<file path="src/verilog/sfe_pkg.sv">
// Purpose: Shared constants for the serial flash erase, power and ID command block
// Assumes: 250 MHz ref_clk_in; serial link timed by the host's serial clock
// Notes: Times are kept in their own unit; cycle counts are derived below
package sfe_pkg;
  localparam int CLK_MHZ = 250;
  // Command opcodes
  localparam logic [7:0] OP_WRITE_ENABLE = 8'h06;
  localparam logic [7:0] OP_READ_STATUS = 8'h05;
  localparam logic [7:0] OP_BLOCK_ERASE = 8'hD8;
  localparam logic [7:0] OP_CHIP_ERASE_A = 8'h60;
  localparam logic [7:0] OP_CHIP_ERASE_B = 8'hC7;
  localparam logic [7:0] OP_DEEP_SLEEP = 8'hB9;
  localparam logic [7:0] OP_WAKE_ID = 8'hAB;
  localparam logic [7:0] OP_MAKER_PART = 8'h90;
  localparam logic [7:0] OP_JEDEC_ID = 8'h9F;
  localparam logic [7:0] OP_UNIQUE_ID = 8'h4B;
  // Bit counts at which a command's input phase ends, and the count at which bit_cnt saturates
  localparam logic [5:0] LEN_CMD = 6'h08;
  localparam logic [5:0] LEN_ADDR = 6'h20;
  localparam logic [5:0] LEN_ADDR_DUMMY = 6'h28;
  localparam logic [5:0] LEN_SAT = 6'h3F;
  // Output lengths in bits
  localparam logic [7:0] OUT_BYTE = 8'h08;
  localparam logic [7:0] OUT_PAIR = 8'h10;
  localparam logic [7:0] OUT_JEDEC = 8'h18;
  localparam logic [7:0] OUT_UNIQUE = 8'h80;
  // Status byte layout and block number position in the address
  localparam int ST_BUSY_BIT = 0;
  localparam int ST_WEN_BIT = 1;
  localparam int ST_BP_LSB = 2;
  localparam int BLK_ADDR_LSB = 16;
  // Self-timed durations
  localparam int BLOCK_ERASE_TIME_US = 500;
  localparam int CHIP_ERASE_TIME_US = 2000;
  localparam int SLEEP_ENTRY_DELAY_NS = 3000;
  localparam int WAKE_DELAY_NS = 3000;
  localparam int WAKE_ID_DELAY_NS = 3000;
  localparam int BLOCK_ERASE_CYC = BLOCK_ERASE_TIME_US * CLK_MHZ;
  localparam int CHIP_ERASE_CYC = CHIP_ERASE_TIME_US * CLK_MHZ;
  localparam int SLEEP_ENTRY_CYC = (SLEEP_ENTRY_DELAY_NS * CLK_MHZ + 999) / 1000;
  localparam int WAKE_CYC = (WAKE_DELAY_NS * CLK_MHZ + 999) / 1000;
  localparam int WAKE_ID_CYC = (WAKE_ID_DELAY_NS * CLK_MHZ + 999) / 1000;
  // Host side: serial clock half period, 80 ns full period
  localparam int SCLK_HALF_CYC = 10;
  localparam int GUARD_CYC = (WAKE_CYC > WAKE_ID_CYC) ? WAKE_CYC : WAKE_ID_CYC;
  // Host register word indices (byte address = 4 * index)
  localparam logic [2:0] REG_CTRL = 3'h0;
  localparam logic [2:0] REG_ADDR = 3'h1;
  localparam logic [2:0] REG_RX0 = 3'h2;
  localparam logic [2:0] REG_RX3 = 3'h5;
  localparam int CTRL_GO_BIT = 31;
endpackage
</file>
<file path="src/verilog/sfe_if.sv">
// Purpose: Serial link between flash device end and host controller end
// Assumes: Both ends run on the same ref_clk_in and sample link pins
// Notes: so_oe_n low while the device drives its serial output
`timescale 1ns/100ps
interface sfe_if;
  logic cs_n;
  logic sclk;
  logic si;
  logic so;
  logic so_oe_n;
  modport dev (input cs_n, input sclk, input si, output so, output so_oe_n);
  modport host (output cs_n, output sclk, output si, input so, input so_oe_n);
endinterface

</file>
<file path="src/verilog/sfe_dev.sv">
// Purpose: Flash device end: erase, deep sleep, wake and ID read commands
// Assumes: Link pins are asynchronous to ref_clk_in and are synchronised here
// Notes: Opcodes 06H and 05H are decoded too, for the status bits
// Notes on behaviour
// - D8H plus three address bytes erases block
// - Block erase needs select rise after bit 32
// - Erase is self-timed; busy flag shows it
// - Write enable latch clears before erase ends
// - Erases run only with write enable set
// - Protected block is never erased
// - 60H or C7H, select rise after bit 8
// - Chip erase only with protection bits zero
// - B9H enters deep sleep after entry delay
// - Deep sleep ignores everything except ABH
// - Deep sleep refused while cycle busy
// - Reset always leaves the device in standby
// - ABH alone wakes after wake delay
// - ABH with dummies repeats device ID
// - Host waits wake ID delay after ID wake
// - ABH ignored while write in progress
// - 90H address picks maker or part first
// - 9FH gives maker, type, capacity bytes
// - 9FH not decoded while cycle busy
// - Select rise ends any ID output
// - Host avoids 9FH during deep sleep
// - 4BH gives 128-bit unique value
// - Input bits sampled on serial clock rise
`timescale 1ns/100ps
module sfe_dev #(
  parameter int BLOCK_ERASE_CYC = sfe_pkg::BLOCK_ERASE_CYC,
  parameter int CHIP_ERASE_CYC = sfe_pkg::CHIP_ERASE_CYC,
  parameter logic [7:0] MAKER_ID = 8'h5A,       // Arbitrary value
  parameter logic [7:0] PART_ID = 8'h12,        // Arbitrary value
  parameter logic [7:0] MEM_TYPE = 8'h34,       // Arbitrary value
  parameter logic [7:0] CAPACITY = 8'h13,       // Arbitrary value
  parameter logic [127:0] UNIQUE_ID = 128'h0123456789ABCDEFFEDCBA9876543210 // Arbitrary value
) (
  input wire logic ref_clk_in,
  input wire logic nrst_in,
  sfe_if.dev link,
  input wire logic [2:0] protect_range_bits_in,
  output logic write_in_progress_out,
  output logic write_enable_latch_out,
  output logic deep_sleep_out,
  output logic erase_start_out,
  output logic erase_chip_out,
  output logic [2:0] erase_block_out
);
  import sfe_pkg::*;

  logic cs_s1, cs_s2, cs_d, sck_s1, sck_s2, sck_d, si_s1, si_s2;
  logic sck_rise, sck_fall, cs_rise;
  logic [5:0] bit_cnt;
  logic [39:0] rx_sr;
  logic [7:0] opcode;
  logic cmd_ok;
  logic [7:0] cur_op;
  logic cur_ok;
  logic [5:0] cur_cnt;
  logic [23:0] cur_addr;
  logic load_go;
  logic [127:0] load_val;
  logic [7:0] load_len;
  logic [127:0] out_sr;
  logic [7:0] out_len;
  logic [6:0] out_idx;
  logic out_act;
  logic [31:0] erase_cnt;
  logic [31:0] sleep_cnt;
  logic [31:0] wake_cnt;
  logic asleep, sleep_pend, waking, blk_prot;
  logic [7:0] status_byte;

  // Two-stage synchronisers on every link input
  always_ff @(posedge ref_clk_in or negedge nrst_in) begin
    if (!nrst_in) begin
      cs_s1 <= 1'b1;
      cs_s2 <= 1'b1;
      cs_d <= 1'b1;
      sck_s1 <= 1'b0;
      sck_s2 <= 1'b0;
      sck_d <= 1'b0;
      si_s1 <= 1'b0;
      si_s2 <= 1'b0;
    end else begin
      cs_s1 <= link.cs_n;
      cs_s2 <= cs_s1;
      cs_d <= cs_s2;
      sck_s1 <= link.sclk;
      sck_s2 <= sck_s1;
      sck_d <= sck_s2;
      si_s1 <= link.si;
      si_s2 <= si_s1;
    end
  end

  // Serial clock edges seen only while selected
  assign sck_rise = sck_s2 & ~sck_d & ~cs_s2;
  assign sck_fall = ~sck_s2 & sck_d & ~cs_s2;
  assign cs_rise = cs_s2 & ~cs_d;
  assign waking = (wake_cnt != 32'h0);
  assign status_byte = {3'h0, protect_range_bits_in, write_enable_latch_out, write_in_progress_out};

  // Opcode and address as they stand after the current rising edge
  always_comb begin
    cur_cnt = bit_cnt + 6'h01;
    cur_op = (bit_cnt == 6'h07) ? {rx_sr[6:0], si_s2} : opcode;
    cur_addr = {rx_sr[22:0], si_s2};
    if (waking) begin
      cur_ok = 1'b0; // Nothing is taken while waking up
    end else if (asleep) begin
      cur_ok = (cur_op == OP_WAKE_ID);
    end else if (write_in_progress_out) begin
      cur_ok = (cur_op == OP_READ_STATUS);
    end else begin
      cur_ok = 1'b1;
    end
  end

  // Which ID or status stream starts, and when
  always_comb begin
    load_go = 1'b0;
    load_val = 128'h0;
    load_len = OUT_BYTE;
    if (sck_rise && cur_ok && bit_cnt != LEN_SAT) begin
      case (cur_op)
        OP_READ_STATUS: begin
          load_go = (cur_cnt == LEN_CMD);
          load_val = {status_byte, 120'h0};
        end
        OP_JEDEC_ID: begin
          load_go = (cur_cnt == LEN_CMD);
          load_val = {MAKER_ID, MEM_TYPE, CAPACITY, 104'h0};
          load_len = OUT_JEDEC;
        end
        OP_WAKE_ID: begin
          load_go = (cur_cnt == LEN_ADDR);
          load_val = {PART_ID, 120'h0};
        end
        OP_MAKER_PART: begin
          load_go = (cur_cnt == LEN_ADDR);
          load_val = cur_addr[0] ? {PART_ID, MAKER_ID, 112'h0} : {MAKER_ID, PART_ID, 112'h0};
          load_len = OUT_PAIR;
        end
        OP_UNIQUE_ID: begin
          load_go = (cur_cnt == LEN_ADDR_DUMMY);
          load_val = UNIQUE_ID;
          load_len = OUT_UNIQUE;
        end
        default: load_go = 1'b0;
      endcase
    end
  end

  // Input shift; deselect clears the count so partial commands vanish
  always_ff @(posedge ref_clk_in or negedge nrst_in) begin
    if (!nrst_in) begin
      bit_cnt <= 6'h0;
      rx_sr <= 40'h0;
      opcode <= 8'h0;
      cmd_ok <= 1'b0;
    end else if (cs_s2) begin
      bit_cnt <= 6'h0;
    end else if (sck_rise) begin
      rx_sr <= {rx_sr[38:0], si_s2};
      if (bit_cnt != LEN_SAT) begin
        bit_cnt <= cur_cnt;
      end
      if (bit_cnt == 6'h07) begin
        opcode <= cur_op;
        cmd_ok <= cur_ok;
      end
    end
  end

  // Output stream, repeating within its length until deselect
  always_ff @(posedge ref_clk_in or negedge nrst_in) begin
    if (!nrst_in) begin
      out_sr <= 128'h0;
      out_len <= OUT_BYTE;
      out_idx <= 7'h0;
      out_act <= 1'b0;
      link.so <= 1'b0;
      link.so_oe_n <= 1'b1;
    end else if (cs_s2) begin
      out_act <= 1'b0;
      link.so_oe_n <= 1'b1;
    end else if (load_go) begin
      out_sr <= load_val;
      out_len <= load_len;
      out_idx <= 7'h0;
      out_act <= 1'b1;
    end else if (sck_fall && out_act) begin
      link.so <= out_sr[7'd127 - out_idx];
      link.so_oe_n <= 1'b0;
      out_idx <= (({1'b0, out_idx} + 8'h01) == out_len) ? 7'h0 : out_idx + 7'h01;
    end
  end

  // Block protection: 1..3 guard the top 1, 2, 4 blocks, 4 and up all
  always_comb begin
    case (protect_range_bits_in)
      3'h0: blk_prot = 1'b0;
      3'h1: blk_prot = (rx_sr[BLK_ADDR_LSB+2:BLK_ADDR_LSB] == 3'h7);
      3'h2: blk_prot = (rx_sr[BLK_ADDR_LSB+2:BLK_ADDR_LSB] >= 3'h6);
      3'h3: blk_prot = (rx_sr[BLK_ADDR_LSB+2:BLK_ADDR_LSB] >= 3'h4);
      default: blk_prot = 1'b1;
    endcase
  end

  // Write enable latch and erase cycle; latch clears as the cycle starts
  always_ff @(posedge ref_clk_in or negedge nrst_in) begin
    if (!nrst_in) begin
      write_enable_latch_out <= 1'b0;
      write_in_progress_out <= 1'b0;
      erase_cnt <= 32'h0;
      erase_start_out <= 1'b0;
      erase_chip_out <= 1'b0;
      erase_block_out <= 3'h0;
    end else begin
      erase_start_out <= 1'b0;
      erase_chip_out <= 1'b0;
      if (write_in_progress_out) begin
        erase_cnt <= erase_cnt - 32'h1;
        if (erase_cnt == 32'h1) begin
          write_in_progress_out <= 1'b0;
        end
      end else if (cs_rise && cmd_ok) begin
        if (opcode == OP_WRITE_ENABLE && bit_cnt == LEN_CMD) begin
          write_enable_latch_out <= 1'b1;
        end
        if (opcode == OP_BLOCK_ERASE && bit_cnt == LEN_ADDR
            && write_enable_latch_out && !blk_prot) begin
          write_in_progress_out <= 1'b1;
          write_enable_latch_out <= 1'b0;
          erase_cnt <= BLOCK_ERASE_CYC;
          erase_start_out <= 1'b1;
          erase_block_out <= rx_sr[BLK_ADDR_LSB+2:BLK_ADDR_LSB];
        end
        if ((opcode == OP_CHIP_ERASE_A || opcode == OP_CHIP_ERASE_B) && bit_cnt == LEN_CMD
            && write_enable_latch_out && protect_range_bits_in == 3'h0) begin
          write_in_progress_out <= 1'b1;
          write_enable_latch_out <= 1'b0;
          erase_cnt <= CHIP_ERASE_CYC;
          erase_start_out <= 1'b1;
          erase_chip_out <= 1'b1;
        end
      end
    end
  end

  // Deep sleep entry, residence and wake; reset lands in standby
  always_ff @(posedge ref_clk_in or negedge nrst_in) begin
    if (!nrst_in) begin
      asleep <= 1'b0;
      sleep_pend <= 1'b0;
      sleep_cnt <= 32'h0;
      wake_cnt <= 32'h0;
      deep_sleep_out <= 1'b0;
    end else begin
      deep_sleep_out <= asleep;
      if (waking) begin
        wake_cnt <= wake_cnt - 32'h1;
      end
      if (sleep_pend) begin
        sleep_cnt <= sleep_cnt - 32'h1;
        if (sleep_cnt == 32'h1) begin
          sleep_pend <= 1'b0;
          asleep <= 1'b1;
        end
      end else if (cs_rise && cmd_ok && !write_in_progress_out) begin
        if (opcode == OP_DEEP_SLEEP && bit_cnt == LEN_CMD && !asleep) begin
          sleep_pend <= 1'b1;
          sleep_cnt <= SLEEP_ENTRY_CYC;
        end
        if (opcode == OP_WAKE_ID && asleep) begin
          asleep <= 1'b0;
          wake_cnt <= (bit_cnt == LEN_CMD) ? WAKE_CYC : WAKE_ID_CYC;
        end
      end
    end
  end
endmodule // sfe_dev

</file>
<file path="src/flat_wrapper.sv">
// flat-port wrapper written by rule: the top's interface ports become plain ports
module sfe_dev_flat import sfe_pkg::*;
#(
  parameter int BLOCK_ERASE_CYC = sfe_pkg::BLOCK_ERASE_CYC,
  parameter int CHIP_ERASE_CYC = sfe_pkg::CHIP_ERASE_CYC,
  parameter logic [7:0] MAKER_ID = 8'h5A,                         
  parameter logic [7:0] PART_ID = 8'h12,                          
  parameter logic [7:0] MEM_TYPE = 8'h34,                         
  parameter logic [7:0] CAPACITY = 8'h13,                         
  parameter logic [127:0] UNIQUE_ID = 128'h0123456789ABCDEFFEDCBA9876543210                   
)
  (ref_clk_in, nrst_in, protect_range_bits_in, write_in_progress_out, write_enable_latch_out, deep_sleep_out, erase_start_out, erase_chip_out, erase_block_out, link_cs_n, link_sclk, link_si, link_so, link_so_oe_n);
  sfe_if link_i ();
  input wire logic ref_clk_in;
  input wire logic nrst_in;
  input wire logic [2:0] protect_range_bits_in;
  output logic write_in_progress_out;
  output logic write_enable_latch_out;
  output logic deep_sleep_out;
  output logic erase_start_out;
  output logic erase_chip_out;
  output logic [2:0] erase_block_out;
  input wire logic [$bits(link_i.cs_n)-1:0] link_cs_n;
  input wire logic [$bits(link_i.sclk)-1:0] link_sclk;
  input wire logic [$bits(link_i.si)-1:0] link_si;
  output wire logic [$bits(link_i.so)-1:0] link_so;
  output wire logic [$bits(link_i.so_oe_n)-1:0] link_so_oe_n;
  assign link_i.cs_n = link_cs_n;
  assign link_i.sclk = link_sclk;
  assign link_i.si = link_si;
  assign link_so = link_i.so;
  assign link_so_oe_n = link_i.so_oe_n;
  sfe_dev #(.BLOCK_ERASE_CYC(BLOCK_ERASE_CYC), .CHIP_ERASE_CYC(CHIP_ERASE_CYC), .MAKER_ID(MAKER_ID), .PART_ID(PART_ID), .MEM_TYPE(MEM_TYPE), .CAPACITY(CAPACITY), .UNIQUE_ID(UNIQUE_ID)) u_core (.ref_clk_in(ref_clk_in), .nrst_in(nrst_in), .link(link_i), .protect_range_bits_in(protect_range_bits_in), .write_in_progress_out(write_in_progress_out), .write_enable_latch_out(write_enable_latch_out), .deep_sleep_out(deep_sleep_out), .erase_start_out(erase_start_out), .erase_chip_out(erase_chip_out), .erase_block_out(erase_block_out));
endmodule
</file>
<file path="config.mk">
export PLATFORM = sky130hd
export DESIGN_NAME = sfe_dev_flat
export DESIGN_NICKNAME = d
export VERILOG_FILES = /design/src/verilog/sfe_pkg.sv /design/src/verilog/sfe_if.sv /design/src/verilog/sfe_dev.sv /design/src/flat_wrapper.sv
export SDC_FILE = /design/constraint.sdc
export NUM_CORES = 1
export LEC_CHECK = 0
export BUFFER_PORTS_ARGS = -buffer_cell sky130_fd_sc_hd__buf_4
export CELL_PAD_IN_SITES_DETAIL_PLACEMENT = 1
export CELL_PAD_IN_SITES_GLOBAL_PLACEMENT = 2
export CORE_UTILIZATION = 42
export DETAILED_ROUTE_END_ITERATION = 8
export PLACE_DENSITY = 0.88
export SYNTH_ARGS = -nofsm -noshare
export SYNTH_HDL_FRONTEND = slang
export SYNTH_SLANG_ARGS = --single-unit
</file>
<file path="constraint.sdc">
create_clock -name ref_clk_in -period 3.7 [get_ports ref_clk_in]
set_input_delay 0.185 -clock ref_clk_in [delete_from_list [all_inputs] [get_ports ref_clk_in]]
set_output_delay 0.185 -clock ref_clk_in [all_outputs]
set_load 0.01 [all_outputs]
</file>
# Yosys cells after proc, flatten, opt, wreduce, memory -nomap -nowiden
# Index checks and enable logic that the tools add are counted.
[word_totals] ff_bits=294 in_bits=8 word_cells=179
[op_classes] add_sub_neg=7 order_cmp=3 eq_ne=27 muxes=56 bitwise=11 reduce_logical=46
[ops] operator="case mux 128 bit (5 select lines)" n=1
[ops] operator="two-way mux 32 bit" n=11
[ops] operator="two-way mux 128 bit" n=1
[ops] operator="two-way mux 127 bit" n=1
[ops] operator="subtractor 32 x 1 -> 32 bit (second input constant)" n=3
[ops] operator="== test 32 x 1 -> 1 bit (second input constant)" n=2
[ops] operator="== test 8 bit (second input constant)" n=7
[ops] operator="nonzero test 32 bit" n=1
[ops] operator="two-way mux 1 bit" n=30
[ops] operator="case mux 8 bit (3 select lines)" n=1
[ops] operator="two-way mux 7 bit" n=3
[ops] operator="== test 6 bit (second input constant)" n=3
[ops] operator="two-way mux 6 bit" n=3
[ops] operator="nonzero test 2 bit" n=9
[ops] operator="== test 8 x 3 -> 1 bit (second input constant)" n=2
[ops] operator="== test 8 x 7 -> 1 bit (second input constant)" n=2
[ops] operator="two-way mux 8 bit" n=2
[ops] operator="logical AND 1 bit" n=15
[ops] operator="AND reduction 3 bit" n=5
[ops] operator="AND reduction 2 bit" n=7
[ops] operator="== test 6 x 4 -> 1 bit (second input constant)" n=2
[ops] operator="adder 7 x 1 -> 8 bit (second input constant)" n=1
[ops] operator="== test 8 bit" n=1
[ops] operator="< comparator 7 x 8 -> 1 bit (second input constant)" n=1
[ops] operator="21 further kinds" n=36

# Logic depth before layout (Yosys ltp)
# Gate-level depths: netlist (run 1).
[logic_depth] word_depth=11 ltp_mapped=11 depth_no_buf=9

# Least setup slack after synthesis (run 1)
# OpenSTA, ideal clock, no wires.
[synth_path] path_kind="reg2reg" startpoint="register u_core.bit_cnt[5]" endpoint="register u_core.out_len[7]" t_arrival_ns=2.579 t_required_ns=3.575 slack_ns=0.996 stages_incl_launch_ff=12 path_buffers=4 period_less_slack_ns=2.704 cell_sequence="dfrtp_1 > buf_6 > or2_1 > buf_2 > or2_1 > buf_2 > a41o_1 > xnor2_1 > a41oi_2 > nor2_4 > buf_6 > mux2_4"
[synth_via] elab_chain_len=10 elab_cells_between_ends=24 cone_classes="add/sub: 1; eq/ne: 10; mux: 8; reduce/logical: 5"
[synth_lines] element="start: declaration" line="sfe_dev.sv:53" source="logic [5:0] bit_cnt;"
[synth_lines] element="start signal: assignment" line="sfe_dev.sv:167" source="bit_cnt <= cur_cnt;"
[synth_lines] element="== test 6 x 3 -> 1 bit" line="sfe_dev.sv:107" source="cur_op = (bit_cnt == 6'h07) ? {rx_sr[6:0], si_s2} : opcode;"
[synth_lines] element="two-way mux 8 bit" line="sfe_dev.sv:107"
[synth_lines] element="== test 8 x 3 -> 1 bit" line="sfe_dev.sv:114, sfe_dev.sv:126"
[synth_lines] element="two-way mux 1 bit" line="sfe_dev.sv:113" source="end else if (write_in_progress_out) begin"
[synth_lines] element="two-way mux 1 bit" line="sfe_dev.sv:111" source="end else if (asleep) begin"
[synth_lines] element="two-way mux 1 bit" line="sfe_dev.sv:109" source="if (waking) begin"
[synth_lines] element="logical AND 1 bit (2 in a row)" line="sfe_dev.sv:125" source="if (sck_rise && cur_ok && bit_cnt != LEN_SAT) begin"
[synth_lines] element="two-way mux 1 bit" line="sfe_dev.sv:125"
[synth_lines] element="AND reduction 2 bit (no line)"
[synth_lines] element="end signal: assignment" line="sfe_dev.sv:190" source="out_len <= load_len;"
[synth_lines] element="end: declaration" line="sfe_dev.sv:65" source="logic [7:0] out_len;"
# Parallel ways exist; a longest one is shown, timed or not.
# A chain may end at the register's enable or synchronous reset.

# Worst setup path in the final report (run 1)
[layout_path] startpoint="register u_core.bit_cnt[3]" endpoint="register u_core.out_sr[116]"
[layout_via] elab_chain_len=10 elab_cells_between_ends=24 cone_classes="add/sub: 1; eq/ne: 10; mux: 8; reduce/logical: 5"
[layout_lines] element="== test 6 x 3 -> 1 bit" line="sfe_dev.sv:107"
[layout_lines] element="two-way mux 8 bit" line="sfe_dev.sv:107"
[layout_lines] element="== test 8 x 3 -> 1 bit" line="sfe_dev.sv:114, sfe_dev.sv:126"
[layout_lines] element="two-way mux 1 bit" line="sfe_dev.sv:113"
[layout_lines] element="two-way mux 1 bit" line="sfe_dev.sv:111"
[layout_lines] element="two-way mux 1 bit" line="sfe_dev.sv:109"
[layout_lines] element="logical AND 1 bit (2 in a row)" line="sfe_dev.sv:125"
[layout_lines] element="two-way mux 1 bit" line="sfe_dev.sv:125"
[layout_lines] element="AND reduction 2 bit (no line)"
[layout_lines] element="end signal: assignment" line="sfe_dev.sv:189" source="out_sr <= load_val;"
[layout_lines] element="end: declaration" line="sfe_dev.sv:64" source="logic [127:0] out_sr;"
# Parallel ways exist; a longest one is shown, timed or not.

==> flow_summary.toml, run 1 <==
[global_routing]
grt_max_degree = 86
grt_antenna_before_repair = 0
grt_pass1_wl_um = 35850
grt-ovfl-total = 0
grt_pass1_vias = 7154
grt_usage = 0.2046

[sta]
fin_skew_ns = 0.009237
period_needed_ns = 3.102
slew_viol_final = 0
setup_tns_ns = 0
hold_ws_ns = 0.09535
grt_setup_unrepaired = "false"
hold_violations = 0
fin_crit_sh = 0.8384
worst_slack_ns = 0.5979
fmax_mhz = 322.4
worstMarginPinSlew_ns = 0.8821
setup_viol = 0
max_slew_margin = 0.4105

[worst_setup_path]
path_class = "flop to flop"
cp_data_arrival_time_ns = 3.42
r2r_slack_ns = 0.60
worstReg2RegStart = "u_core.bit_cnt[3]"
rr_endpoint = "u_core.out_sr[116]"
worstSetupStartpointType = "flop"
required_ns = 4.02
end_kind = "flop"
worstSetupStartpoint = "u_core.bit_cnt[3]"
r2r_cells = 7
crit_fanout = 17
crit_path_end = "u_core.out_sr[116]"

[routing]
vias = 6786
drc = 0
wl_per_cell_um = 17.56
ant_nets = 0
viasPerCell = 5.693
first_pass_iters = 5
routed_wl_um = 20930
drt_iter0_drc = 322

[power]
power.density_mw_per_mm2 = 413.7
p_leak_uw = 0.004455
p_total_uw = 4166
irDropWorstVdd_v = 0.0002619

[floorplan]
fp.coreArea_mm2 = 0.02096
row_count = 53
io_pins = 18
chipWidth_um = 148.1
dieArea_mm2 = 0.02194
initial_utilization = 0.4279
die_h_um = 148.1

[cts]
cts_buffers = 17
cts_root_buf = "clkbuf_16"
clockBufferDepth = 2
clk_latency_ns = 0.44
cts_tree = "built"
clk_pin_slew_worst_paths_ns = 0.07
htree_levels = 4
cts.sinks = 173

[placement]
gp_congestion = 0.7781
io_buffers = 17
dpl.hpwl_um = 13780
placed_area_mm2 = 0.009360
pre_cts_slack_ns = 0.6005

[synthesis]
yosys_warnings = 0
avgSynthCellArea_um2 = 10.03
async_flop_share = 1.000
yosys.cell_types.count = 72
synth_ff_type = "dfrtp_1"
synth_nets = 913
synth_seq_cells = 173
ys_seq_area_frac = 0.4835
synth_edf_count = 0
syn_inst = 894
synth.cell_area_mm2 = 0.008967

[layout]
area_growth_pct = 12.29
n_antenna_cell = 0
fin_nets = 923
stdcell_area_mm2 = 0.01007
drive_gt1_frac = 0.1363

[min_path]
holdCritPathClass = "input port to flop"
hold_start = "protect_range_bits_in[0]"

[status]
status = "completed"

[job]
max_cap_violations = 0
cells in the final DEF, fill, tap and decap left out, types with 17 or more instances in the layout:
cell type / n
nor2_1: 78
nand3_1: 27
buf_4: 23
nor4_1: 27
dfrtp_1: 168
clkbuf_16: 17
nor3_1: 31
o21ai_0: 52
mux2_2: 38
xnor2_1: 31
nand2_1: 101
xor2_1: 32
a21oi_1: 24
cells in the mapped netlist (4+ instances only):
| library cell | instances | area [um2] |
|---|---|---|
| nor2b_1 | 7 | 43.79 |
| o311ai_0 | 4 | 35.03 |
| nor2_1 | 78 | 292.8 |
| and3_1 | 9 | 56.30 |
| a21oi_1 | 24 | 120.1 |
| nand3_1 | 27 | 135.1 |
| a22o_1 | 7 | 61.31 |
| xnor2_1 | 31 | 271.5 |
| xor2_1 | 32 | 280.3 |
| and2_1 | 7 | 43.79 |
| nor4bb_1 | 4 | 40.04 |
| inv_1 | 16 | 60.06 |
| or3_1 | 16 | 100.1 |
| o21ai_0 | 52 | 260.3 |
| mux2_2 | 38 | 427.9 |
| nor3_1 | 31 | 155.2 |
| o211ai_1 | 8 | 60.06 |
| nand2_1 | 101 | 379.1 |
| or2_2 | 4 | 25.02 |
| nand4_1 | 8 | 50.05 |
| a21o_1 | 5 | 37.54 |
| dfstp_2 | 5 | 131.4 |
| o31ai_1 | 10 | 75.07 |
| ha_1 | 11 | 137.6 |
| a22oi_1 | 5 | 37.54 |
| nand2b_1 | 8 | 50.05 |
| or4_1 | 16 | 120.1 |
| dfrtp_1 | 168 | 4204 |
| nor4_1 | 27 | 168.9 |
| nor3b_1 | 4 | 30.03 |
| nand4b_1 | 4 | 35.03 |
| nand3b_1 | 8 | 60.06 |
| mux2i_1 | 14 | 140.1 |
| clkbuf_1 | 31 | 116.4 |
critical path, cell delays in order, from the launching register on:
cell and delay (ns):
dfrtp_1 0.53, nand3b_1 0.36, or2_1 0.38, a41o_1 0.38, xnor2_1 0.21, a41oi_2 0.24
nor2_4 0.49, mux2_2 0.39
flip-flops by register name (all words and copies together), names as in the netlist, 3 cells and up:
| register | count |
|---|---|
| u_core.wake_cnt | 32 |
| u_core.erase_block_out | 3 |
| u_core.out_sr | 12 |
| u_core.opcode | 8 |
| u_core.sleep_cnt | 32 |
| u_core.rx_sr | 19 |
| u_core.bit_cnt | 6 |
| u_core.out_idx | 7 |
| u_core.erase_cnt | 32 |
| u_core.out_len | 3 |
timing repair:
item                      in CTS  in global routing
buffers inserted               0                  0
hold endpoints to repair      84                  0
gates resized for setup        0                  0
hold buffers                   4                  0
where the power goes:
group / switching (uW) / leakage, uW / internal (uW) / total [uW]
clock network: 800 / 0.000317 / 1230 / 2030
logic: 66.9 / 0.00189 / 66.4 / 133
registers: 61.8 / 0.00225 / 1940 / 2000
total: 929 / 0.00446 / 3240 / 4170
layout make-up:
type	instances	area, um2
inverter	16	60.06
timing repair buffer	29	244.0
clock buffer	18	439.2
sequential	173	4335
fill	2364	10890
tap	275	344.1
multi-input combinational	667	4417
clock inverter	14	230.2
metal layers:
metal | part of all wire | track usage
met5 | 0 | 0
met2 | 0.48 | 0.3378
met1 | 0.48 | 0.2751
met4 | 0.016 | 0.06289
met3 | 0.018 | 0.03466
cells by family (layout without fill, tap and decap cells):
kind of cell	after synthesis	count (layout)	share of synthesized area
and+or+nand+nor	379	379	0.2202
DFF	173	173	0.4835
AOI/OAI and AO/OA	154	154	0.1169
xor gates and xnor gates	63	63	0.06153
muxes	60	60	0.07800
buffers and inverters	54	77	0.02456
adders and majority gates	11	11	0.01535
how the worst min path moves through the flow:
stage | to | cells after the start | slack [ns]
floorplan | u_core.asleep | 0 | -0.11
finish | u_core.out_sr[122] | 3 | 0.1
global placement | u_core.cs_s1 | 1 | 0.29
global route | u_core.out_sr[124] | 3 | 0.13
detailed placement | u_core.out_idx[3] | 1 | 0.30
CTS | u_core.out_sr[122] | 3 | 0.08
through the flow:
step           cells  utilization
2_1_floorplan    894            -
3_3_place_gp    1156       0.4467
3_5_place_dp    1156       0.4467
4_1_cts         1192       0.4805
5_1_grt         1192       0.4805
6_report        1192       0.4805
No activity file was read; power rests on OpenSTA's default activity.
==> run 2: changes to the inputs <==
clock period = 3.1 ns   (was 3.7 ns; I/O delays follow)
==> run 2 against run 1 <==
Compared with the run above: total power rose by 11%; sequential share of layout area down 0.18 points; clock power increased by 2%; cell count is 1.5% higher; design area increased by 0.41%; largest power group is now sequential cells.
==> flow_summary.toml, run 2 (synthesis results as in run 1) <==
[status]
status = "completed"

[worst_setup_path]
slowest_delay_ns = 0.42
end_kind = "flop"
rr_endpoint = "u_core.out_idx[1]"
worstReg2RegStart = "u_core.bit_cnt[0]"
critPathBufInv = 2
cp_data_arrival_time_ns = 3.25
worstSetupStartpointType = "flop"
cp_cell_sequence = "ha_1, nand3b_1, or2_1, a31oi_2, nand3_2, o311ai_4, nor2_4, buf_12, buf_4, o31ai_1"
critical_path.top_delay_family = "compound AO/OA/AOI/OAI gates"
r2r_slack_ns = 0.19
cp_slowest_cell = "dfrtp_1"
path_class = "flop to flop"
crit_fanout = 14
r2r_cells = 10
required_ns = 3.44

[cts]
clk_latency_ns = 0.44
htree_levels = 4
cts_resized = 0
cts_root_buf = "clkbuf_16"
cts_tree = "built"
cts.sinks = 173
clk_pin_slew_worst_paths_ns = 0.07
cts_buffers = 17
clockBufferDepth = 2

[routing]
wl_per_cell_um = 17.43
viasPerCell = 5.659
ant_nets = 0
first_pass_iters = 4
drt_iter0_drc = 268
drc = 0
vias = 6847
routed_wl_um = 21100

[floorplan]
io_pins = 18
dieArea_mm2 = 0.02194
chipWidth_um = 148.1
die_h_um = 148.1
row_count = 53
fp.coreArea_mm2 = 0.02096
initial_utilization = 0.4279

[layout]
drive_gt1_frac = 0.1519
final_common_cell = "dfrtp_1"
final_cell_mix = "dfrtp_1, nand2_1, nor2_1"
fin_nets = 941
largest_registers = "u_core.erase_cnt x32, u_core.sleep_cnt x32, u_core.wake_cnt x32"
n_antenna_cell = 0
area_growth_pct = 12.75

[sta]
fin_crit_sh = 0.9392
slew_viol_final = 0
hold_violations = 0
worstMarginPinSlew_ns = 0.7925
fin_skew_ns = 0.01335
hold_ws_ns = 0.04994
period_needed_ns = 2.912
setup_tns_ns = 0
fmax_mhz = 343.5
max_slew_margin = 0.4717
setup_viol = 0
grt_setup_unrepaired = "false"

[global_routing]
grt_usage = 0.2088
grt-ovfl-total = 0
grt_pass1_vias = 7178
grt_antenna_before_repair = 0
grt_max_degree = 83
grt_pass1_wl_um = 36670

[power]
irDropWorstVdd_v = 0.0003558
p_leak_uw = 0.004492
power.density_mw_per_mm2 = 459.0

[min_path]
holdCritPathClass = "input port to flop"
min_to = "u_core.out_sr[122]"
hold_start = "protect_range_bits_in[0]"
hold_depth = 3

[placement]
io_buffers = 17
gp_congestion = 0.7858
dpl.hpwl_um = 14280

[job]
max_cap_violations = 0
run 2: metal layers:
layer  global-route usage  share of wire
met3              0.03558          0.019
met2               0.3514           0.49
met5                    0              0
met1               0.2748           0.48
met4              0.06392          0.013
run 2: power by group:
| part | leakage, uW | internal, uW | switching (uW) |
|---|---|---|---|
| logic | 0.00198 | 82.2 | 87.3 |
| clock network | 0.000260 | 1120 | 962 |
| registers | 0.00225 | 2310 | 76.3 |
run 2: final cells by class:
type,instances,area (um2)
Fill cell,2378,10840
Multi-Input combinational cell,667,4417
Sequential cell,173,4335
Clock buffer,18,429.2
Timing Repair Buffer,47,391.6
Tap cell,275,344.1
Clock inverter,14,133.9
Inverter,16,60.06
run 2: worst max-delay path by stage:
stage	start	to	slack [ns]	cells after the start
3_5_place_dp	u_core.wake_cnt[24]	u_core.out_sr[116]	0.21	7
5_1_grt	u_core.bit_cnt[0]	u_core.out_idx[1]	0.02	10
6_report	u_core.bit_cnt[0]	u_core.out_idx[1]	0.19	10
3_3_place_gp	u_core.wake_cnt[27]	u_core.out_len[4]	0.25	7
4_1_cts	u_core.wake_cnt[24]	u_core.out_sr[116]	0.17	7
2_1_floorplan	u_core.bit_cnt[5]	u_core.out_len[7]	0.40	11
run 2: repair_timing:
item / CTS / global route
setup endpoints to repair: 0 / 13
hold buffers: 4 / 0
buffers inserted: 0 / 1
hold endpoints to repair: 79 / 0
run 2: worst register-to-register path, stage by stage, from the launching register on:
cell and delay, ns:
dfrtp_1 0.42, ha_1 0.24, nand3b_1 0.23, or2_1 0.38
a31oi_2 0.33, nand3_2 0.19, o311ai_4 0.41, nor2_4 0.09
buf_12 0.16, buf_4 0.15, o31ai_1 0.22
run 2: stage by stage:
step / total power (uW) / util / setup slack, ns / std cells / instance area, um2
after floorplan: 2490 / - / 0.3962 / 894 / 8967
after global placement: 2584 / 0.4528 / 0.2512 / 1173 / 9488
after detailed placement: 2601 / 0.4528 / 0.2061 / 1173 / 9488
after CTS: 4707 / 0.4816 / 0.1705 / 1209 / 10090
after global routing: 4806 / 0.4825 / 0.01626 / 1210 / 10110
final: 4641 / 0.4825 / 0.1884 / 1210 / 10110
